### src/verilog/dpoc_map.vh
// register offsets, field positions and constants for the definable pin block
`ifndef DPOC_MAP_VH
`define DPOC_MAP_VH
`define DPOC_NPINS         4
`define DPOC_NPORTS        4
// register byte offsets
`define DPOC_OFF_CTL0      12'h000
`define DPOC_OFF_SET       12'h010
`define DPOC_OFF_PORTST    12'h014
`define DPOC_OFF_PINST     12'h018
// pin control field positions
`define DPOC_FUNC_LSB      0
`define DPOC_FUNC_MSB      2
`define DPOC_DIR_BIT       3
`define DPOC_PORT_LSB      4
`define DPOC_PORT_MSB      5
`define DPOC_NA_BIT        6
`define DPOC_OUTCTL_BIT    7
`define DPOC_LED_LSB       8
`define DPOC_LED_MSB       11
`define DPOC_PHY_LSB       12
`define DPOC_PHY_MSB       17
`define DPOC_CTL_MASK      32'h0003FFFF
// codes
`define DPOC_FUNC_PLAIN    3'h0
`define DPOC_FUNC_LED      3'h1
`define DPOC_PHY_GENERAL   6'h3F
`define DPOC_LED_LOW       4'h0
`define DPOC_LED_HIGH      4'hF
`define DPOC_LED_MACACT    4'hD
`define DPOC_LED_FILTACT   4'hE
// reset values
`define DPOC_CTL_RST       32'h00000000
`define DPOC_SET_RST       32'h00000000
// glitch length during port enable or disable transition
`define DPOC_GLITCH_NS     10
`define DPOC_CLK_MHZ       200
`define DPOC_GLITCH_CYC    ((`DPOC_GLITCH_NS * `DPOC_CLK_MHZ + 999) / 1000)
// axi responses
`define DPOC_RESP_OKAY     2'h0
`define DPOC_RESP_SLVERR   2'h2
`endif

### src/verilog/dpoc_pin_ctrl.v
// definable pin output control with axi4-lite register slave
//
// Summary of operation
// plain pin code with output direction makes the pin a software-definable output
// software sets port-independent flag on pins not tied to a port
// global pin should follow the set register; affected silicon ignores the flag
// owner port powered down: tri-state or drive high per undriven control
// undriven control clear: brief high-to-low glitch during global reset
// same glitch when the owner port is enabled or disabled
// software sets undriven control for outputs that must stay high in reset
// general pin in led function drives constant level from pattern code
// second fixed pattern code drives the opposite level
// activity patterns toggle pin on transmit packets even with link down
// pin returns to programmed level after reset or port transition ends
//
// The register offsets and the AXI4-Lite interface to the registers are this design's own decisions.
`include "dpoc_map.vh"
`default_nettype none
module dpoc_pin_ctrl (
  input  wire        clk_sys_i,
  input  wire        rst_i,
  input  wire        global_reset_i,
  input  wire [3:0]  port_power_down_i,
  input  wire [3:0]  port_enable_i,
  input  wire [3:0]  tx_packet_i,
  input  wire [31:0] s_axi_awaddr_i,
  input  wire        s_axi_awvalid_i,
  output reg         s_axi_awready_o,
  input  wire [31:0] s_axi_wdata_i,
  input  wire [3:0]  s_axi_wstrb_i,
  input  wire        s_axi_wvalid_i,
  output reg         s_axi_wready_o,
  output reg  [1:0]  s_axi_bresp_o,
  output reg         s_axi_bvalid_o,
  input  wire        s_axi_bready_i,
  input  wire [31:0] s_axi_araddr_i,
  input  wire        s_axi_arvalid_i,
  output reg         s_axi_arready_o,
  output reg  [31:0] s_axi_rdata_o,
  output reg  [1:0]  s_axi_rresp_o,
  output reg         s_axi_rvalid_o,
  input  wire        s_axi_rready_i,
  output reg  [3:0]  pin_out_o,
  output reg  [3:0]  pin_oe_n_o
);

  ////////////////////////////////////////////////////////////////////////////
  // synchronisers for pin-level inputs
  reg [3:0]  pd_s1, pd_s2, en_s1, en_s2, tx_s1, tx_s2, tx_s3, en_s3;
  reg        gr_s1, gr_s2;

  // two flops before anything reads these; third stage only for edges
  always @(posedge clk_sys_i or posedge rst_i)
  begin
    if (rst_i)
    begin
      pd_s1 <= 4'h0;
      pd_s2 <= 4'h0;
      en_s1 <= 4'h0;
      en_s2 <= 4'h0;
      en_s3 <= 4'h0;
      tx_s1 <= 4'h0;
      tx_s2 <= 4'h0;
      tx_s3 <= 4'h0;
      gr_s1 <= 1'b0;
      gr_s2 <= 1'b0;
    end
    else
    begin
      pd_s1 <= port_power_down_i;
      pd_s2 <= pd_s1;
      en_s1 <= port_enable_i;
      en_s2 <= en_s1;
      en_s3 <= en_s2;
      tx_s1 <= tx_packet_i;
      tx_s2 <= tx_s1;
      tx_s3 <= tx_s2;
      gr_s1 <= global_reset_i;
      gr_s2 <= gr_s1;
    end
  end

  // edge stages leave reset at zero while a port may already be enabled;
  // detection waits for real samples, so no false edge is seen and no real change is lost
  reg [2:0]  edge_arm;
  always @(posedge clk_sys_i or posedge rst_i)
  begin
    if (rst_i)
      edge_arm <= 3'h0;
    else
      edge_arm <= {edge_arm[1:0], 1'b1};
  end

  wire [3:0] en_edge = (en_s2 ^ en_s3) & {4{edge_arm[2]}};
  wire [3:0] tx_rise = tx_s2 & ~tx_s3;

  ////////////////////////////////////////////////////////////////////////////
  // axi4-lite register slave
  reg [31:0] ctl [0:3];
  reg [31:0] set_reg;
  reg [31:0] aw_addr;
  reg        aw_held, w_held;
  reg [31:0] w_data;
  reg [3:0]  w_strb;

  wire [11:0] wa = aw_addr[11:0];
  wire        do_write = aw_held & w_held & ~s_axi_bvalid_o;
  wire        wa_ctl = (wa[11:4] == 8'h00) & (wa[1:0] == 2'h0);
  wire        wa_set = (wa == `DPOC_OFF_SET);

  function [31:0] dpoc_merge;
    input [31:0] old;
    input [31:0] nw;
    input [3:0]  st;
    integer      b;
    begin
      dpoc_merge = old;
      for (b = 0; b < 4; b = b + 1)
        if (st[b])
          dpoc_merge[b*8 +: 8] = nw[b*8 +: 8];
    end
  endfunction

  // address and data taken in either order, response after both
  always @(posedge clk_sys_i or posedge rst_i)
  begin
    if (rst_i)
    begin
      s_axi_awready_o <= 1'b1;
      s_axi_wready_o  <= 1'b1;
      s_axi_bvalid_o  <= 1'b0;
      s_axi_bresp_o   <= `DPOC_RESP_OKAY;
      aw_held <= 1'b0;
      w_held  <= 1'b0;
      aw_addr <= 32'h0;
      w_data  <= 32'h0;
      w_strb  <= 4'h0;
      set_reg <= `DPOC_SET_RST;
      ctl[0]  <= `DPOC_CTL_RST;
      ctl[1]  <= `DPOC_CTL_RST;
      ctl[2]  <= `DPOC_CTL_RST;
      ctl[3]  <= `DPOC_CTL_RST;
    end
    else
    begin
      if (s_axi_awvalid_i & s_axi_awready_o)
      begin
        aw_addr <= s_axi_awaddr_i;
        aw_held <= 1'b1;
        s_axi_awready_o <= 1'b0;
      end
      if (s_axi_wvalid_i & s_axi_wready_o)
      begin
        w_data <= s_axi_wdata_i;
        w_strb <= s_axi_wstrb_i;
        w_held <= 1'b1;
        s_axi_wready_o <= 1'b0;
      end
      if (do_write)
      begin
        s_axi_bvalid_o <= 1'b1;
        s_axi_bresp_o  <= (wa_ctl | wa_set) ? `DPOC_RESP_OKAY : `DPOC_RESP_SLVERR;
        if (wa_ctl)
          ctl[wa[3:2]] <= dpoc_merge(ctl[wa[3:2]], w_data, w_strb) & `DPOC_CTL_MASK;
        if (wa_set)
          set_reg <= dpoc_merge(set_reg, w_data, w_strb) & 32'h0000000F;
      end
      if (s_axi_bvalid_o & s_axi_bready_i)
      begin
        s_axi_bvalid_o  <= 1'b0;
        aw_held <= 1'b0;
        w_held  <= 1'b0;
        s_axi_awready_o <= 1'b1;
        s_axi_wready_o  <= 1'b1;
      end
    end
  end

  // read channel: one cycle from address to data, status words live
  reg [31:0] next_rdata;
  reg [1:0]  next_rresp;
  wire [11:0] ra = s_axi_araddr_i[11:0];
  always @*
  begin
    next_rdata = 32'h0;
    next_rresp = `DPOC_RESP_OKAY;
    if ((ra[11:4] == 8'h00) & (ra[1:0] == 2'h0))
      next_rdata = ctl[ra[3:2]];
    else if (ra == `DPOC_OFF_SET)
      next_rdata = set_reg;
    else if (ra == `DPOC_OFF_PORTST)
      next_rdata = {20'h0, en_s2, pd_s2, 3'h0, gr_s2};
    else if (ra == `DPOC_OFF_PINST)
      next_rdata = {24'h0, pin_oe_n_o, pin_out_o};
    else
      next_rresp = `DPOC_RESP_SLVERR;
  end

  always @(posedge clk_sys_i or posedge rst_i)
  begin
    if (rst_i)
    begin
      s_axi_arready_o <= 1'b1;
      s_axi_rvalid_o  <= 1'b0;
      s_axi_rdata_o   <= 32'h0;
      s_axi_rresp_o   <= `DPOC_RESP_OKAY;
    end
    else if (s_axi_arvalid_i & s_axi_arready_o)
    begin
      s_axi_arready_o <= 1'b0;
      s_axi_rvalid_o  <= 1'b1;
      s_axi_rdata_o   <= next_rdata;
      s_axi_rresp_o   <= next_rresp;
    end
    else if (s_axi_rvalid_o & s_axi_rready_i)
    begin
      s_axi_rvalid_o  <= 1'b0;
      s_axi_arready_o <= 1'b1;
    end
  end

  ////////////////////////////////////////////////////////////////////////////
  // per-pin output logic
  // glitch length cut to the counter width on purpose; the count is small
  wire [31:0] glitch_len = `DPOC_GLITCH_CYC;

  genvar g;
  generate
    for (g = 0; g < `DPOC_NPINS; g = g + 1)
    begin : pin
      wire [31:0] c      = ctl[g];
      wire [2:0]  func   = c[`DPOC_FUNC_MSB:`DPOC_FUNC_LSB];
      wire        dir    = c[`DPOC_DIR_BIT];
      wire [1:0]  port   = c[`DPOC_PORT_MSB:`DPOC_PORT_LSB];
      wire        outctl = c[`DPOC_OUTCTL_BIT];
      wire [3:0]  led    = c[`DPOC_LED_MSB:`DPOC_LED_LSB];
      wire [5:0]  phy    = c[`DPOC_PHY_MSB:`DPOC_PHY_LSB];
      wire        is_sdp = (func == `DPOC_FUNC_PLAIN) & dir;
      wire        is_led = (func == `DPOC_FUNC_LED) & (phy == `DPOC_PHY_GENERAL);
      reg  [2:0]  glitch_cnt;
      reg         act;
      reg         next_out, next_oe_n;

      // glitch window opened by owner port enable or disable transition
      always @(posedge clk_sys_i or posedge rst_i)
      begin
        if (rst_i)
          glitch_cnt <= 3'h0;
        else if (en_edge[port])
          glitch_cnt <= glitch_len[2:0];
        else if (glitch_cnt != 3'h0)
          glitch_cnt <= glitch_cnt - 3'h1;
      end

      // activity toggle ignores link state, as the silicon does
      always @(posedge clk_sys_i or posedge rst_i)
      begin
        if (rst_i)
          act <= 1'b0;
        else if (tx_rise[port])
          act <= ~act;
      end

      // priority: port power-down, then reset/transition glitch, then mode
      always @*
      begin
        next_out  = 1'b0;
        next_oe_n = 1'b1;
        if (is_sdp | is_led)
        begin
          next_oe_n = 1'b0;
          if (is_led)
          begin
            if (led == `DPOC_LED_HIGH)
              next_out = 1'b1;
            else if ((led == `DPOC_LED_MACACT) | (led == `DPOC_LED_FILTACT))
              next_out = act;
            else
              next_out = 1'b0;
          end
          else
            next_out = set_reg[g];
          // port-independent flag has no effect here, matching the silicon
          if (pd_s2[port])
          begin
            next_out  = 1'b1;
            next_oe_n = ~outctl;
          end
          else if (is_sdp & ~outctl & (gr_s2 | (glitch_cnt != 3'h0)))
            next_out = 1'b0;
        end
      end

      always @(posedge clk_sys_i or posedge rst_i)
      begin
        if (rst_i)
        begin
          pin_out_o[g]  <= 1'b0;
          pin_oe_n_o[g] <= 1'b1;
        end
        else
        begin
          pin_out_o[g]  <= next_out;
          pin_oe_n_o[g] <= next_oe_n;
        end
      end
    end
  endgenerate

endmodule // dpoc_pin_ctrl
`default_nettype wire
### config.mk
export PLATFORM = sky130hd
export DESIGN_NAME = dpoc_pin_ctrl
export DESIGN_NICKNAME = d
export VERILOG_FILES = /design/src/verilog/dpoc_pin_ctrl.v
export VERILOG_INCLUDE_DIRS = /design/src /design/src/verilog
export SDC_FILE = /design/constraint.sdc
export NUM_CORES = 1
export LEC_CHECK = 0
export BUFFER_PORTS_ARGS = -buffer_cell sky130_fd_sc_hd__buf_2
export CAP_MARGIN = 25
export CORE_UTILIZATION = 52
export CTS_BUF_LIST = sky130_fd_sc_hd__clkbuf_16
export DETAILED_ROUTE_END_ITERATION = 8
export GPL_ROUTABILITY_DRIVEN = 0
export PLACE_DENSITY = 0.82
export SETUP_SLACK_MARGIN = 0.05
export SLEW_MARGIN = 0
export SYNTH_ARGS = -nofsm -noshare
export SYNTH_HDL_FRONTEND = slang
export SYNTH_SLANG_ARGS = --single-unit
### constraint.sdc
create_clock -name clk_sys_i -period 13.4 [get_ports clk_sys_i]
set_clock_uncertainty 0.05 [all_clocks]
set_input_delay 0.67 -clock clk_sys_i [delete_from_list [all_inputs] [get_ports clk_sys_i]]
set_output_delay 0.67 -clock clk_sys_i [all_outputs]
set_load 0.02 [all_outputs]
# After elaboration in Yosys (flattened, before gate mapping)
# Cells that the tools add are included.
[totals] regBits=269 output_inout_bits=49 wordCells=261
[op_classes] add_sub_neg=4 magnitude_cmp=7 n_eq_ne=24 mux=105 bitwise=53 reduce_logical=23
[ops] operator="32-bit binary-select mux with 2-bit select" n=2
[ops] operator="128-bit bitwise mux" n=1
[ops] operator="32-bit 2-to-1 mux" n=4
[ops] operator="32-bit demux with 2-bit select" n=1
[ops] operator="1-bit 2-to-1 mux" n=58
[ops] operator="8-bit 2-to-1 mux" n=7
[ops] operator="12-bit by 5-bit equality test with 1-bit output, second input constant" n=4
[ops] operator="4-bit equality test, second input constant" n=12
[ops] operator="18-bit 2-to-1 mux" n=2
[ops] operator="1-bit AND" n=25
[ops] operator="1-bit binary-select mux with 2-bit select" n=12
[ops] operator="6-bit equality test, second input constant" n=4
[ops] operator="12-bit 2-to-1 mux" n=2
[ops] operator="3-bit 2-to-1 mux" n=8
[ops] operator="8-bit logical NOT" n=2
[ops] operator="2-bit 2-to-1 mux" n=8
[ops] operator="2-bit nonzero test" n=8
[ops] operator="1-bit OR" n=13
[ops] operator="3-bit by 1-bit equality test with 1-bit output, second input constant" n=4
[ops] operator="3-bit logical NOT" n=4
[ops] operator="2-bit by 3-bit < comparator with 1-bit output, second input constant" n=4
[ops] operator="3-bit nonzero test" n=4
[ops] operator="3-bit by 1-bit subtractor with 3-bit output, second input constant" n=4
[ops] operator="1-bit NOT" n=9
[ops] operator="other kinds (10)" n=14

# Depth between registers and ports, before layout
# Gate-level depths: netlist of the first run.
[depth] word_depth=8 ltp_mapped=7 ltp_nobuf=6

# Worst setup path before layout of the first run
# Ideal clock, no wire load.
[synth_path] path_type="input to register" startpoint="input s_axi_araddr_i[3]" endpoint="register s_axi_rdata_o[10]" setup_time_ns=0.126 arrival_ns=1.892 setup_slack_ns=11.332 cell_stages=4 path_buffers=2 path_cell_list="buf_2 -> buf_2 -> mux4_2 -> a221o_1"
[synth_between] elab_chain_cells=5 elab_cells_between_ends=9 classes_between="2 x eq/ne; 6 x mux; 1 x bitwise"
[synth_rtl] item="start, declared" line_no="dpoc_pin_ctrl.v:36" rtl="input wire [31:0] s_axi_araddr_i,"
[synth_rtl] item="2-bit NOT with 3-bit output (implied by the code)" line_no="dpoc_pin_ctrl.v:188" rtl="next_rdata = ctl[ra[3:2]];"
[synth_rtl] item="32-bit binary-select mux with 2-bit select" line_no="dpoc_pin_ctrl.v:188"
[synth_rtl] item="32-bit 2-to-1 mux (implied by the code) (2 in a row)" line_no="dpoc_pin_ctrl.v:188"
[synth_rtl] item="32-bit 2-to-1 mux *" line_no="dpoc_pin_ctrl.v:187" rtl="if ((ra[11:4] == 8'h00) & (ra[1:0] == 2'h0))"
[synth_rtl] item="end signal, assigned" line_no="dpoc_pin_ctrl.v:212" rtl="s_axi_rdata_o <= next_rdata;"
[synth_rtl] item="end, declared" line_no="dpoc_pin_ctrl.v:39" rtl="output reg [31:0] s_axi_rdata_o,"
# Mark *: on every way between the ends. The rest lies on a longest branch, timed or not. The select of a mux whose other input is x is not followed.
# A chain may end at the register's enable or synchronous reset.

# Worst setup path in the final report of the first run
[layout_path] startpoint="register aw_addr[3]" endpoint="register ctl, in the netlist pin[1].c[10]"
[layout_between] elab_chain_cells=8 elab_cells_between_ends=13 classes_between="2 x order compare; 9 x mux; 1 x bitwise; 1 x reduce/logical"
[layout_rtl] item="start, declared" line_no="dpoc_pin_ctrl.v:101" rtl="reg [31:0] aw_addr;"
[layout_rtl] item="start signal, assigned" line_no="dpoc_pin_ctrl.v:148" rtl="aw_addr <= s_axi_awaddr_i;"
[layout_rtl] item="2-bit NOT with 3-bit output *" line_no="dpoc_pin_ctrl.v:164" rtl="ctl[wa[3:2]] <= dpoc_merge(ctl[wa[3:2]], w_data, w_strb) & `DPOC_CTL_MASK;"
[layout_rtl] item="32-bit binary-select mux with 2-bit select" line_no="dpoc_pin_ctrl.v:164"
[layout_rtl] item="18-bit 2-to-1 mux (implied by the code) (2 in a row)" line_no="dpoc_pin_ctrl.v:164"
[layout_rtl] item="8-bit 2-to-1 mux" line_no="dpoc_pin_ctrl.v:119" rtl="if (st[b])"
[layout_rtl] item="8-bit 2-to-1 mux" line_no="dpoc_pin_ctrl.v:163" rtl="if (wa_ctl)"
[layout_rtl] item="8-bit 2-to-1 mux" line_no="dpoc_pin_ctrl.v:159" rtl="if (do_write)"
[layout_rtl] item="128-bit bitwise mux (no line) *"
[layout_rtl] item="end signal, assigned by index" line_no="dpoc_pin_ctrl.v:164"
[layout_rtl] item="end, declared" line_no="dpoc_pin_ctrl.v:99" rtl="reg [31:0] ctl [0:3];"
# Marked as above.

==> impl_metrics.tcl, run 1 <==
set metrics [dict create \
    endpoint_kind "flip-flop" \
    cts_buffers 17 \
    via_count 5803 \
    cts_tree "built" \
    min_from "port_enable_i[3]" \
    final_util 0.603 \
    finalCritPeriodShare 0.188 \
    ant_nets 0 \
    worstMarginPinSlew_ns 1.00 \
    core_area_sq_mm 0.0174 \
    crit_buf_inv 1 \
    yosysTopAreaCellShare 0.514 \
    peakVddDrop_mv 0.119 \
    critPathTopFamily "multiplexers" \
    cts_max_level 4 \
    crit_top_cell "mux2_2" \
    synth_area_leaders "dfrtp_1, mux2_2, mux4_2" \
    whs_endpoint "en_s1[3]" \
    fmax_mhz 396 \
    yosys_register_bits 197 \
    cts-root-buf "clkbuf_16" \
    rr_worst_depth 4 \
    cts_setup_buffers 0 \
    synth_compound_area_frac 0.0514 \
    layout.nets 853 \
    p_leak_nw 4.84 \
    largest_reg_flops 72 \
    syn_to_final_growth_pct 13.2 \
    syn-cell-area_sq_mm 0.00925 \
    port_buffers 97 \
    fin_area_sq_mm 0.0105 \
    synthFlopType "dfrtp_1" \
    reg2reg_slack_ns 10.88 \
    drive_above_1_share 0.450 \
    dieArea_sq_mm 0.0183 \
    rsz0062_at_grt "false" \
    firstDrtPassIters 4 \
    async_reset_ff_frac 1.00 \
    diodes 0 \
    drc_errors 0 \
    cp-start-kind "flip-flop" \
    clk_latency_ns 0.44 \
    critical-path-max-stage-delay_ns 0.84 \
    grt_pass1_wl_mm 33.3 \
    hold_path.class "primary input to flip-flop" \
    synth.mux.area_fraction 0.284 \
    cp_max_fo 13 \
    holdWs_ns 0.282 \
    postCtsHoldBufs 0 \
    rows 48 \
    seq_area_frac_synth 0.534 \
    rr_startpoint "aw_addr[3]" \
    antenna_found_initial 0 \
    holdPathStages 1 \
    io-pin-count 169 \
    synth_xor_area_frac 0.0114 \
    syn_area_per_cell_sq_um 14.7 \
    grt_max_degree 127 \
    finalSetupViolCount 0 \
    grt_util_all_layers 0.246 \
    cts_resized 0 \
    synth-simple-area-share 0.0583 \
    clkTransAtPathRegs_ns 0.07 \
    drt-wirelength-per-cell_um 21.7 \
    die_x_um 135 \
    clockBufferDepth 2 \
    crit_path_top_delay_cell "dfrtp_1" \
    initial_utilization 0.533 \
    finalMaxSlewViolations 0 \
    r2r_end "pin[1].c[10]" \
    drv_cap 0 \
    hpwl_mm 14.7 \
    worstPathRequired_ns 13.67 \
    hold_viol 0 \
    fin_crit_ns 2.52 \
    crit_arrival_ns 2.80 \
    die_h_um 135 \
    outcome "finished clean" \
    synth.largest_area_cell "dfrtp_1" \
    synth_top_family_by_area "multiplexers" \
    syn_inst 629 \
    wirelength_mm 20.9 \
    ys_warn_count 0 \
    ys_types 50 \
    total_power_w 0.00167 \
    cts.sinks 197 \
    grt_pass1_vias 6229 \
    tns_ns 0 \
    drt-initial-drc-count 512 \
    path_cells "buf_4, mux4_2, mux2_2, mux2_2" \
    placed_cell_area_sq_mm 0.00987 \
    synth_edf_count 0 \
    slew_headroom 0.330 \
    grt_overflow 0 \
    powerDensity_mw_per_mm2 159 \
    yosys.area_share.adder 0.0152 \
    crit_type "flip-flop to flip-flop" \
    via_per_inst 6.03 \
]
worst max-delay path by stage:
stage / cells after the start / startpoint / to / slack, ns
after floorplan: 1 / rst_i / aw_addr[0] / 7.32
after global placement: 5 / s_axi_araddr_i[3] / s_axi_rdata_o[6] / 10.63
after detailed placement: 5 / s_axi_araddr_i[3] / s_axi_rdata_o[6] / 10.63
after CTS: 4 / aw_addr[8] / pin[1].c[5] / 10.86
after global routing: 4 / aw_addr[3] / pin[3].c[10] / 10.78
final: 4 / aw_addr[3] / pin[1].c[10] / 10.88
cell usage in the layout (no fill, tap or decap), types with 7 or more instances in the layout:
master	Yosys	final
a21oi_1	15	15
mux2i_1	8	8
nand3_1	12	12
mux4_2	48	48
a22oi_1	8	8
mux2_4	10	10
and2_1	8	8
inv_1	25	24
o22ai_1	7	7
xor2_1	8	8
dfrtp_1	190	190
buf_2	7	97
mux2_2	117	117
clkbuf_16	0	17
ha_1	8	8
dfstp_2	7	7
nand2_1	9	9
nor2_1	23	23
a22o_1	12	12
conb_1	2	17
metrics by stage:
step	instances	setup WS, ns
after floorplan	644	7.32
after detailed placement	930	10.63
after global routing	962	10.78
final	962	10.88
after CTS	961	10.86
after global placement	927	10.63
power by group:
group          leakage [nW]  internal (W)  total (W)  switching (W)
sequential             2.53      0.000690   0.000791       0.000101
combinational          2.02      0.000185   0.000363       0.000179
clock                 0.285      0.000279   0.000515       0.000236
total                  4.84       0.00115    0.00167       0.000515
cell type report:
cell class              instances  area [sq um]
multi-input cells             379          3970
flip-flops and latches        197          4940
repair buffers                105           597
well taps                     225           282
fillers                      1326          6880
clock buffers                  17           425
clock inverters                14           164
inverters                      25           101
cells in the mapped netlist (all sizes together), types with 3 or more instances:
cell / number
a21oi: 15
a221o: 4
a22o: 12
a22oi: 8
and2: 8
buf: 35
clkbuf: 8
dfrtp: 190
dfstp: 7
ha: 8
inv: 25
maj3: 4
mux2: 127
mux2i: 8
mux4: 48
nand2: 9
nand2b: 5
nand3: 12
nand4: 5
nor2: 24
nor2b: 3
nor3: 5
nor4: 7
nor4b: 4
o21a: 4
o21ai: 6
o22a: 4
o22ai: 7
or2: 3
xnor2: 4
xor2: 8
per-layer routing:
metal  track usage  vias up  share of wire
li1              -     2494              -
met1         0.317     3022           0.41
met2         0.393      242           0.51
met3        0.0643       45          0.061
met4         0.105        0          0.025
met5             0        -              0
cells by family (layout without fill, tap and decap cells):
group,count (synthesis),count (layout)
flops,197,197
mux,183,183
compound gates,67,67
xor+xnor,12,12
buf+inv,68,161
simple gates,88,88
fa+ha+maj,12,12
other cells,2,17
No activity file was read; power rests on OpenSTA's default activity.
==> run 2, diff against run 1 <==
--- a/config.mk
+++ b/config.mk
@@ -8,11 +8,11 @@
 export LEC_CHECK = 0
 export BUFFER_PORTS_ARGS = -buffer_cell sky130_fd_sc_hd__buf_2
 export CAP_MARGIN = 25
-export CORE_UTILIZATION = 52
+export CORE_UTILIZATION = 51
 export CTS_BUF_LIST = sky130_fd_sc_hd__clkbuf_16
 export DETAILED_ROUTE_END_ITERATION = 8
 export GPL_ROUTABILITY_DRIVEN = 0
-export PLACE_DENSITY = 0.82
+export PLACE_DENSITY = 0.84
 export SETUP_SLACK_MARGIN = 0.05
 export SLEW_MARGIN = 0
 export SYNTH_ARGS = -nofsm -noshare
==> constraint.sdc (replaced) <==
create_clock -name clk_sys_i -period 2.2 [get_ports clk_sys_i]
set_clock_uncertainty 0.05 [all_clocks]
set_input_delay 0.11 -clock clk_sys_i [delete_from_list [all_inputs] [get_ports clk_sys_i]]
set_output_delay 0.11 -clock clk_sys_i [all_outputs]
set_load 0.02 [all_outputs]
==> impl_metrics.tcl, run 2 (synthesized netlist as in run 1, its figures left out) <==
set metrics [dict create \
    drv_cap 0 \
    rows 48 \
    cts_resized 0 \
    clockBufferDepth 2 \
    via_per_inst 5.78 \
    fmax_mhz 490 \
    drt-initial-drc-count 540 \
    grt_pass1_vias 6280 \
    powerDensity_mw_per_mm2 909 \
    cts_tree "built" \
    critical-path-max-stage-delay_ns 0.41 \
    grt_max_degree 82 \
    total_power_w 0.0101 \
    worstPathRequired_ns 2.47 \
    core_area_sq_mm 0.0175 \
    final_common_cell "dfrtp_1" \
    hold_viol 0 \
    cts_buffers 17 \
    grt_pass1_wl_mm 33.3 \
    finalCritPeriodShare 0.927 \
    worstMarginPinSlew_ns 0.650 \
    die_x_um 137 \
    endpoint_kind "flip-flop" \
    drt-wirelength-per-cell_um 20.2 \
    layout_common_cells "dfrtp_1, mux2_2, buf_2" \
    holdPathStages 3 \
    wirelength_mm 20.8 \
    grt_util_all_layers 0.242 \
    crit_buf_inv 1 \
    drive_above_1_share 0.430 \
    grt_overflow 0 \
    fill_cells 1291 \
    antenna_found_initial 0 \
    cts.sinks 197 \
    path_cells "nor4_4, nand4_4, nor3b_2, buf_4, mux2_2" \
    clkTransAtPathRegs_ns 0.07 \
    reg2reg_slack_ns 0.16 \
    ant_nets 0 \
    cts-root-buf "clkbuf_16" \
    crit_path_top_delay_cell "dfrtp_1" \
    r2r_end "pin[2].c[9]" \
    peakVddDrop_mv 0.741 \
    drc_errors 0 \
    initial_utilization 0.529 \
    hpwl_mm 13.9 \
    die_h_um 137 \
    io-pin-count 169 \
    finalMaxSlewViolations 0 \
    crit_type "flip-flop to flip-flop" \
    layout.nets 922 \
    rr_worst_depth 5 \
    cts_max_level 4 \
    cp_max_fo 12 \
    whs_endpoint "s_axi_rresp_o[1]" \
    dieArea_sq_mm 0.0187 \
    p_leak_nw 5.12 \
    clk_latency_ns 0.44 \
    rr_startpoint "aw_addr[8]" \
    hold_path.class "primary input to flip-flop" \
    min_from "s_axi_araddr_i[4]" \
    diodes 0 \
    cp-start-kind "flip-flop" \
    crit_arrival_ns 2.31 \
    finalSetupViolCount 0 \
    fin_crit_ns 2.04 \
    port_buffers 97 \
    rsz0062_at_grt "false" \
    largest_reg_flops 72 \
    slew_headroom 0.555 \
    final_util 0.637 \
    via_count 5969 \
    critPathTopFamily "simple AND/OR/NAND/NOR gates" \
    outcome "finished clean" \
    syn_to_final_growth_pct 20.3 \
    firstDrtPassIters 5 \
]
run 2: cell count changes in the layout (fill, tap and decap cells not counted), sizes merged:
| cell | delta |
|---|---|
| clkinv | +1 |
| dlygate4sd3 | +55 |
| clkinvlp | +2 |
| bufinv | -2 |
| buf | +14 |
run 2: worst max path at each step:
stage                            startpoint               end  slack (ns)  depth (start not counted)
after global routing             aw_addr[8]       pin[2].c[9]        0.06                          5
after detailed placement         aw_addr[8]       pin[2].c[2]        0.16                          5
after CTS                        aw_addr[8]       pin[2].c[9]        0.15                          5
after global placement    s_axi_araddr_i[2]  s_axi_rdata_o[6]        0.19                          6
final                            aw_addr[8]       pin[2].c[9]        0.16                          5
after floorplan                       rst_i        aw_addr[0]       -0.50                          1
run 2: layout make-up:
cell class / instances / area (sq um) / area share
Sequential cell: 197 / 4940 / 0.444
Multi-Input combinational cell: 379 / 3950 / 0.355
Timing Repair Buffer: 174 / 1290 / 0.116
Clock buffer: 17 / 425 / 0.0382
Tap cell: 225 / 282 / 0.0253
Clock inverter: 15 / 143 / 0.0128
Inverter: 25 / 97.6 / 0.00877
run 2: power by group:
group          internal [W]  total (W)  switching (W)
sequential          0.00421    0.00470       0.000497
clock               0.00150    0.00297        0.00147
combinational       0.00125    0.00244        0.00119
total               0.00695     0.0101        0.00316
run 2: worst min-delay path, stage by stage:
cell,delay (ns)
buf_2,0.20
a31oi_1,0.18
o21ai_0,0.08
run 2: timing repair:
action | CTS | global route
hold endpoints to repair | 70 | 0
hold buffers | 55 | 0
setup buffers | 0 | 0
run 2: through the flow:
stage	hold slack, ns	TNS [ns]	worst slack, ns	area (sq um)	std cells
finish	0.128	0	0.160	11100	1032
floorplan	0.0914	-95.12	-0.501	9310	644
global route	0.150	0	0.0576	11100	1032
global placement	0.111	0	0.194	10000	945
CTS	0.114	0	0.147	11100	1032
detailed placement	0.109	0	0.162	10000	945
run 2: routing by layer:
metal / global-route usage / up-vias / part of all wire / routed length (um)
met5: 0 / - / 0 / 0
met4: 0.0605 / 0 / 0.015 / 316
met3: 0.0581 / 23 / 0.061 / 1270
met2: 0.410 / 215 / 0.51 / 10700
met1: 0.313 / 3099 / 0.41 / 8560
li1: - / 2632 / - / -
==> run 3, diff against run 2 <==
--- a/config.mk
+++ b/config.mk
@@ -6,13 +6,14 @@
 export SDC_FILE = /design/constraint.sdc
 export NUM_CORES = 1
 export LEC_CHECK = 0
+export ABC_AREA = 1
 export BUFFER_PORTS_ARGS = -buffer_cell sky130_fd_sc_hd__buf_2
 export CAP_MARGIN = 25
 export CORE_UTILIZATION = 51
 export CTS_BUF_LIST = sky130_fd_sc_hd__clkbuf_16
 export DETAILED_ROUTE_END_ITERATION = 8
 export GPL_ROUTABILITY_DRIVEN = 0
-export PLACE_DENSITY = 0.84
+export PLACE_DENSITY = 0.83
 export SETUP_SLACK_MARGIN = 0.05
 export SLEW_MARGIN = 0
 export SYNTH_ARGS = -nofsm -noshare
==> impl_metrics.tcl, run 3 <==
set metrics [dict create \
    outcome "finished clean" \
    worstMarginPinSlew_ns 0.544 \
    clkTransAtPathRegs_ns 0.08 \
    worstPathRequired_ns 2.55 \
    slew_headroom 0.636 \
    grt_pass1_wl_mm 45.3 \
    ant_nets 0 \
    ys_types 37 \
    synthFlopType "dfrtp_1" \
    endpoint_kind "flip-flop" \
    cp_max_fo 18 \
    yosys_register_bits 197 \
    port_buffers 97 \
    crit_path_top_delay_cell "nor2_4" \
    place_ws_ns 0.270 \
    async_reset_ff_frac 1.00 \
    wirelength_mm 28.1 \
    fin_crit_ns 1.97 \
    yosys-top-cells-count "nand2_1, dfrtp_1, nand3_1" \
    crit_type "flip-flop to flip-flop" \
    drv_cap 0 \
    powerDensity_mw_per_mm2 900 \
    rsz0062_at_grt "false" \
    cts_max_level 4 \
    grt_max_degree 70 \
    die_x_um 141 \
    layout_common_cells "nand2_1, dfrtp_1, nand3_1" \
    hpwl_mm 19.3 \
    synth_area_leaders "dfrtp_1, nand2_1, nand3_1" \
    crit_arrival_ns 2.32 \
    grt_overflow 0 \
    firstDrtPassIters 6 \
    syn_area_per_cell_sq_um 7.45 \
    yosysTopAreaCellShare 0.483 \
    die_h_um 141 \
    path_cells "inv_2, nand3_1, nor2_2, nand2_4, nor2_4, nand2_1, nand2_1" \
    peakVddDrop_mv 0.855 \
    final_util 0.629 \
    critPathTopFamily "simple AND/OR/NAND/NOR gates" \
    synth.largest_area_cell "dfrtp_1" \
    final_common_cell "nand2_1" \
    cp-start-kind "flip-flop" \
    hold_path.class "primary input to flip-flop" \
    drt-initial-drc-count 1428 \
    dieArea_sq_mm 0.0199 \
    cts_buffers 17 \
    grt_pass1_vias 9067 \
    crit_buf_inv 1 \
    fmax_mhz 507 \
    layout.nets 1613 \
    initial_utilization 0.523 \
    finalMaxSlewViolations 0 \
    syn_to_final_growth_pct 20.2 \
    seq_area_frac_synth 0.501 \
    ys_warn_count 0 \
    syn_inst 1322 \
    diodes 0 \
    finalCritPeriodShare 0.896 \
    hold_viol 0 \
    core_area_sq_mm 0.0188 \
    crit_top_cell "nand2_1" \
    drt-wirelength-per-cell_um 16.0 \
    drc_errors 0 \
    syn-cell-area_sq_mm 0.00985 \
    clk_latency_ns 0.46 \
    cts.sinks 197 \
    cts_resized 0 \
    finalSetupViolCount 0 \
    p_leak_nw 6.33 \
    clockBufferDepth 2 \
    fin_ws_ns 0.229 \
    synth_edf_count 0 \
    grt_util_all_layers 0.296 \
    cts-root-buf "clkbuf_16" \
    via_per_inst 5.39 \
    cts_tree "built" \
    rows 50 \
    yosysMostFrequentCell "nand2_1" \
    largest_reg_flops 72 \
    drive_above_1_share 0.134 \
    via_count 9475 \
    io-pin-count 169 \
    critical-path-max-stage-delay_ns 0.46 \
    antenna_found_initial 0 \
]
## run 3: worst paths after layout
kind                                 start               end  slack [ns]  cells after the start
hold reg to reg                   en_s1[2]          en_s2[2]        0.30                      0
min in group asynchronous            rst_i       pin[0].c[8]        0.32                      4
max in group asynchronous            rst_i     pin_oe_n_o[1]        1.40                      4
setup / recovery            s_axi_bvalid_o      pin[3].c[16]        0.23                      7
setup reg to reg            s_axi_bvalid_o      pin[3].c[16]        0.23                      7
hold / removal             s_axi_arvalid_i  s_axi_rdata_o[4]        0.10                      5
## run 3: final cells by class
class	instances	area, sq um
fill	1602	6990
sequential	197	4940
inverter	113	434
tap	260	325
multi-input combinational	972	4230
timing repair buffer	184	1320
clock buffer	17	425
clock inverter	15	166
## run 3: where the power goes
part | total [W] | internal (W) | leakage [nW] | switching (W)
Clock | 0.00317 | 0.00162 | 0.286 | 0.00155
Combinational | 0.00289 | 0.000959 | 3.50 | 0.00193
Sequential | 0.00460 | 0.00421 | 2.54 | 0.000390
Total | 0.0107 | 0.00679 | 6.33 | 0.00387
## run 3: what timing repair did
item | CTS | global route
hold buffers | 53 | 0
endpoints found under the setup margin | 0 | 0
buffers inserted | 0 | 0
endpoints found under the hold margin | 243 | 0
## run 3: worst reg2reg max path: cells and delay by family, from the launching register on
| family | cells | cell delay [ns] |
|---|---|---|
| buffers and inverters | 1 | 0.06 |
| DFF | 1 | 0.41 |
| and+or+nand+nor | 6 | 1.39 |
## run 3: through the flow
stage / hold WS [ns] / cell area [sq um] / TNS (ns) / std cells / power (W)
after floorplan: 0.0914 / 9910 / -95.12 / 1337 / 0.00643
after global routing: 0.136 / 11800 / 0 / 1758 / 0.0112
final: 0.102 / 11800 / 0 / 1758 / 0.0107
after detailed placement: 0.169 / 10700 / 0 / 1673 / 0.00737
after global placement: 0.169 / 10700 / 0 / 1673 / 0.00725
after CTS: 0.0767 / 11800 / 0 / 1758 / 0.0106
## run 3: cell families after synthesis
group / synth area share
AO/OA/AOI/OAI: 0.0528
AND/OR/NAND/NOR: 0.348
adder cells (fa/ha/maj): 0.0102
other: 0.000762
buffers and inverters: 0.0753
flip-flops: 0.501
multiplexers: 0.00457
XOR/XNOR: 0.00711
## run 3: routing by layer
| layer | global-route usage | vias to the layer above | wire length [um] |
|---|---|---|---|
| met3 | 0.0584 | 98 | 2450 |
| met2 | 0.475 | 524 | 13200 |
| met4 | 0.172 | 0 | 1300 |
| met1 | 0.375 | 4426 | 11200 |
| met5 | 0 | - | 0 |
| li1 | - | 4427 | - |
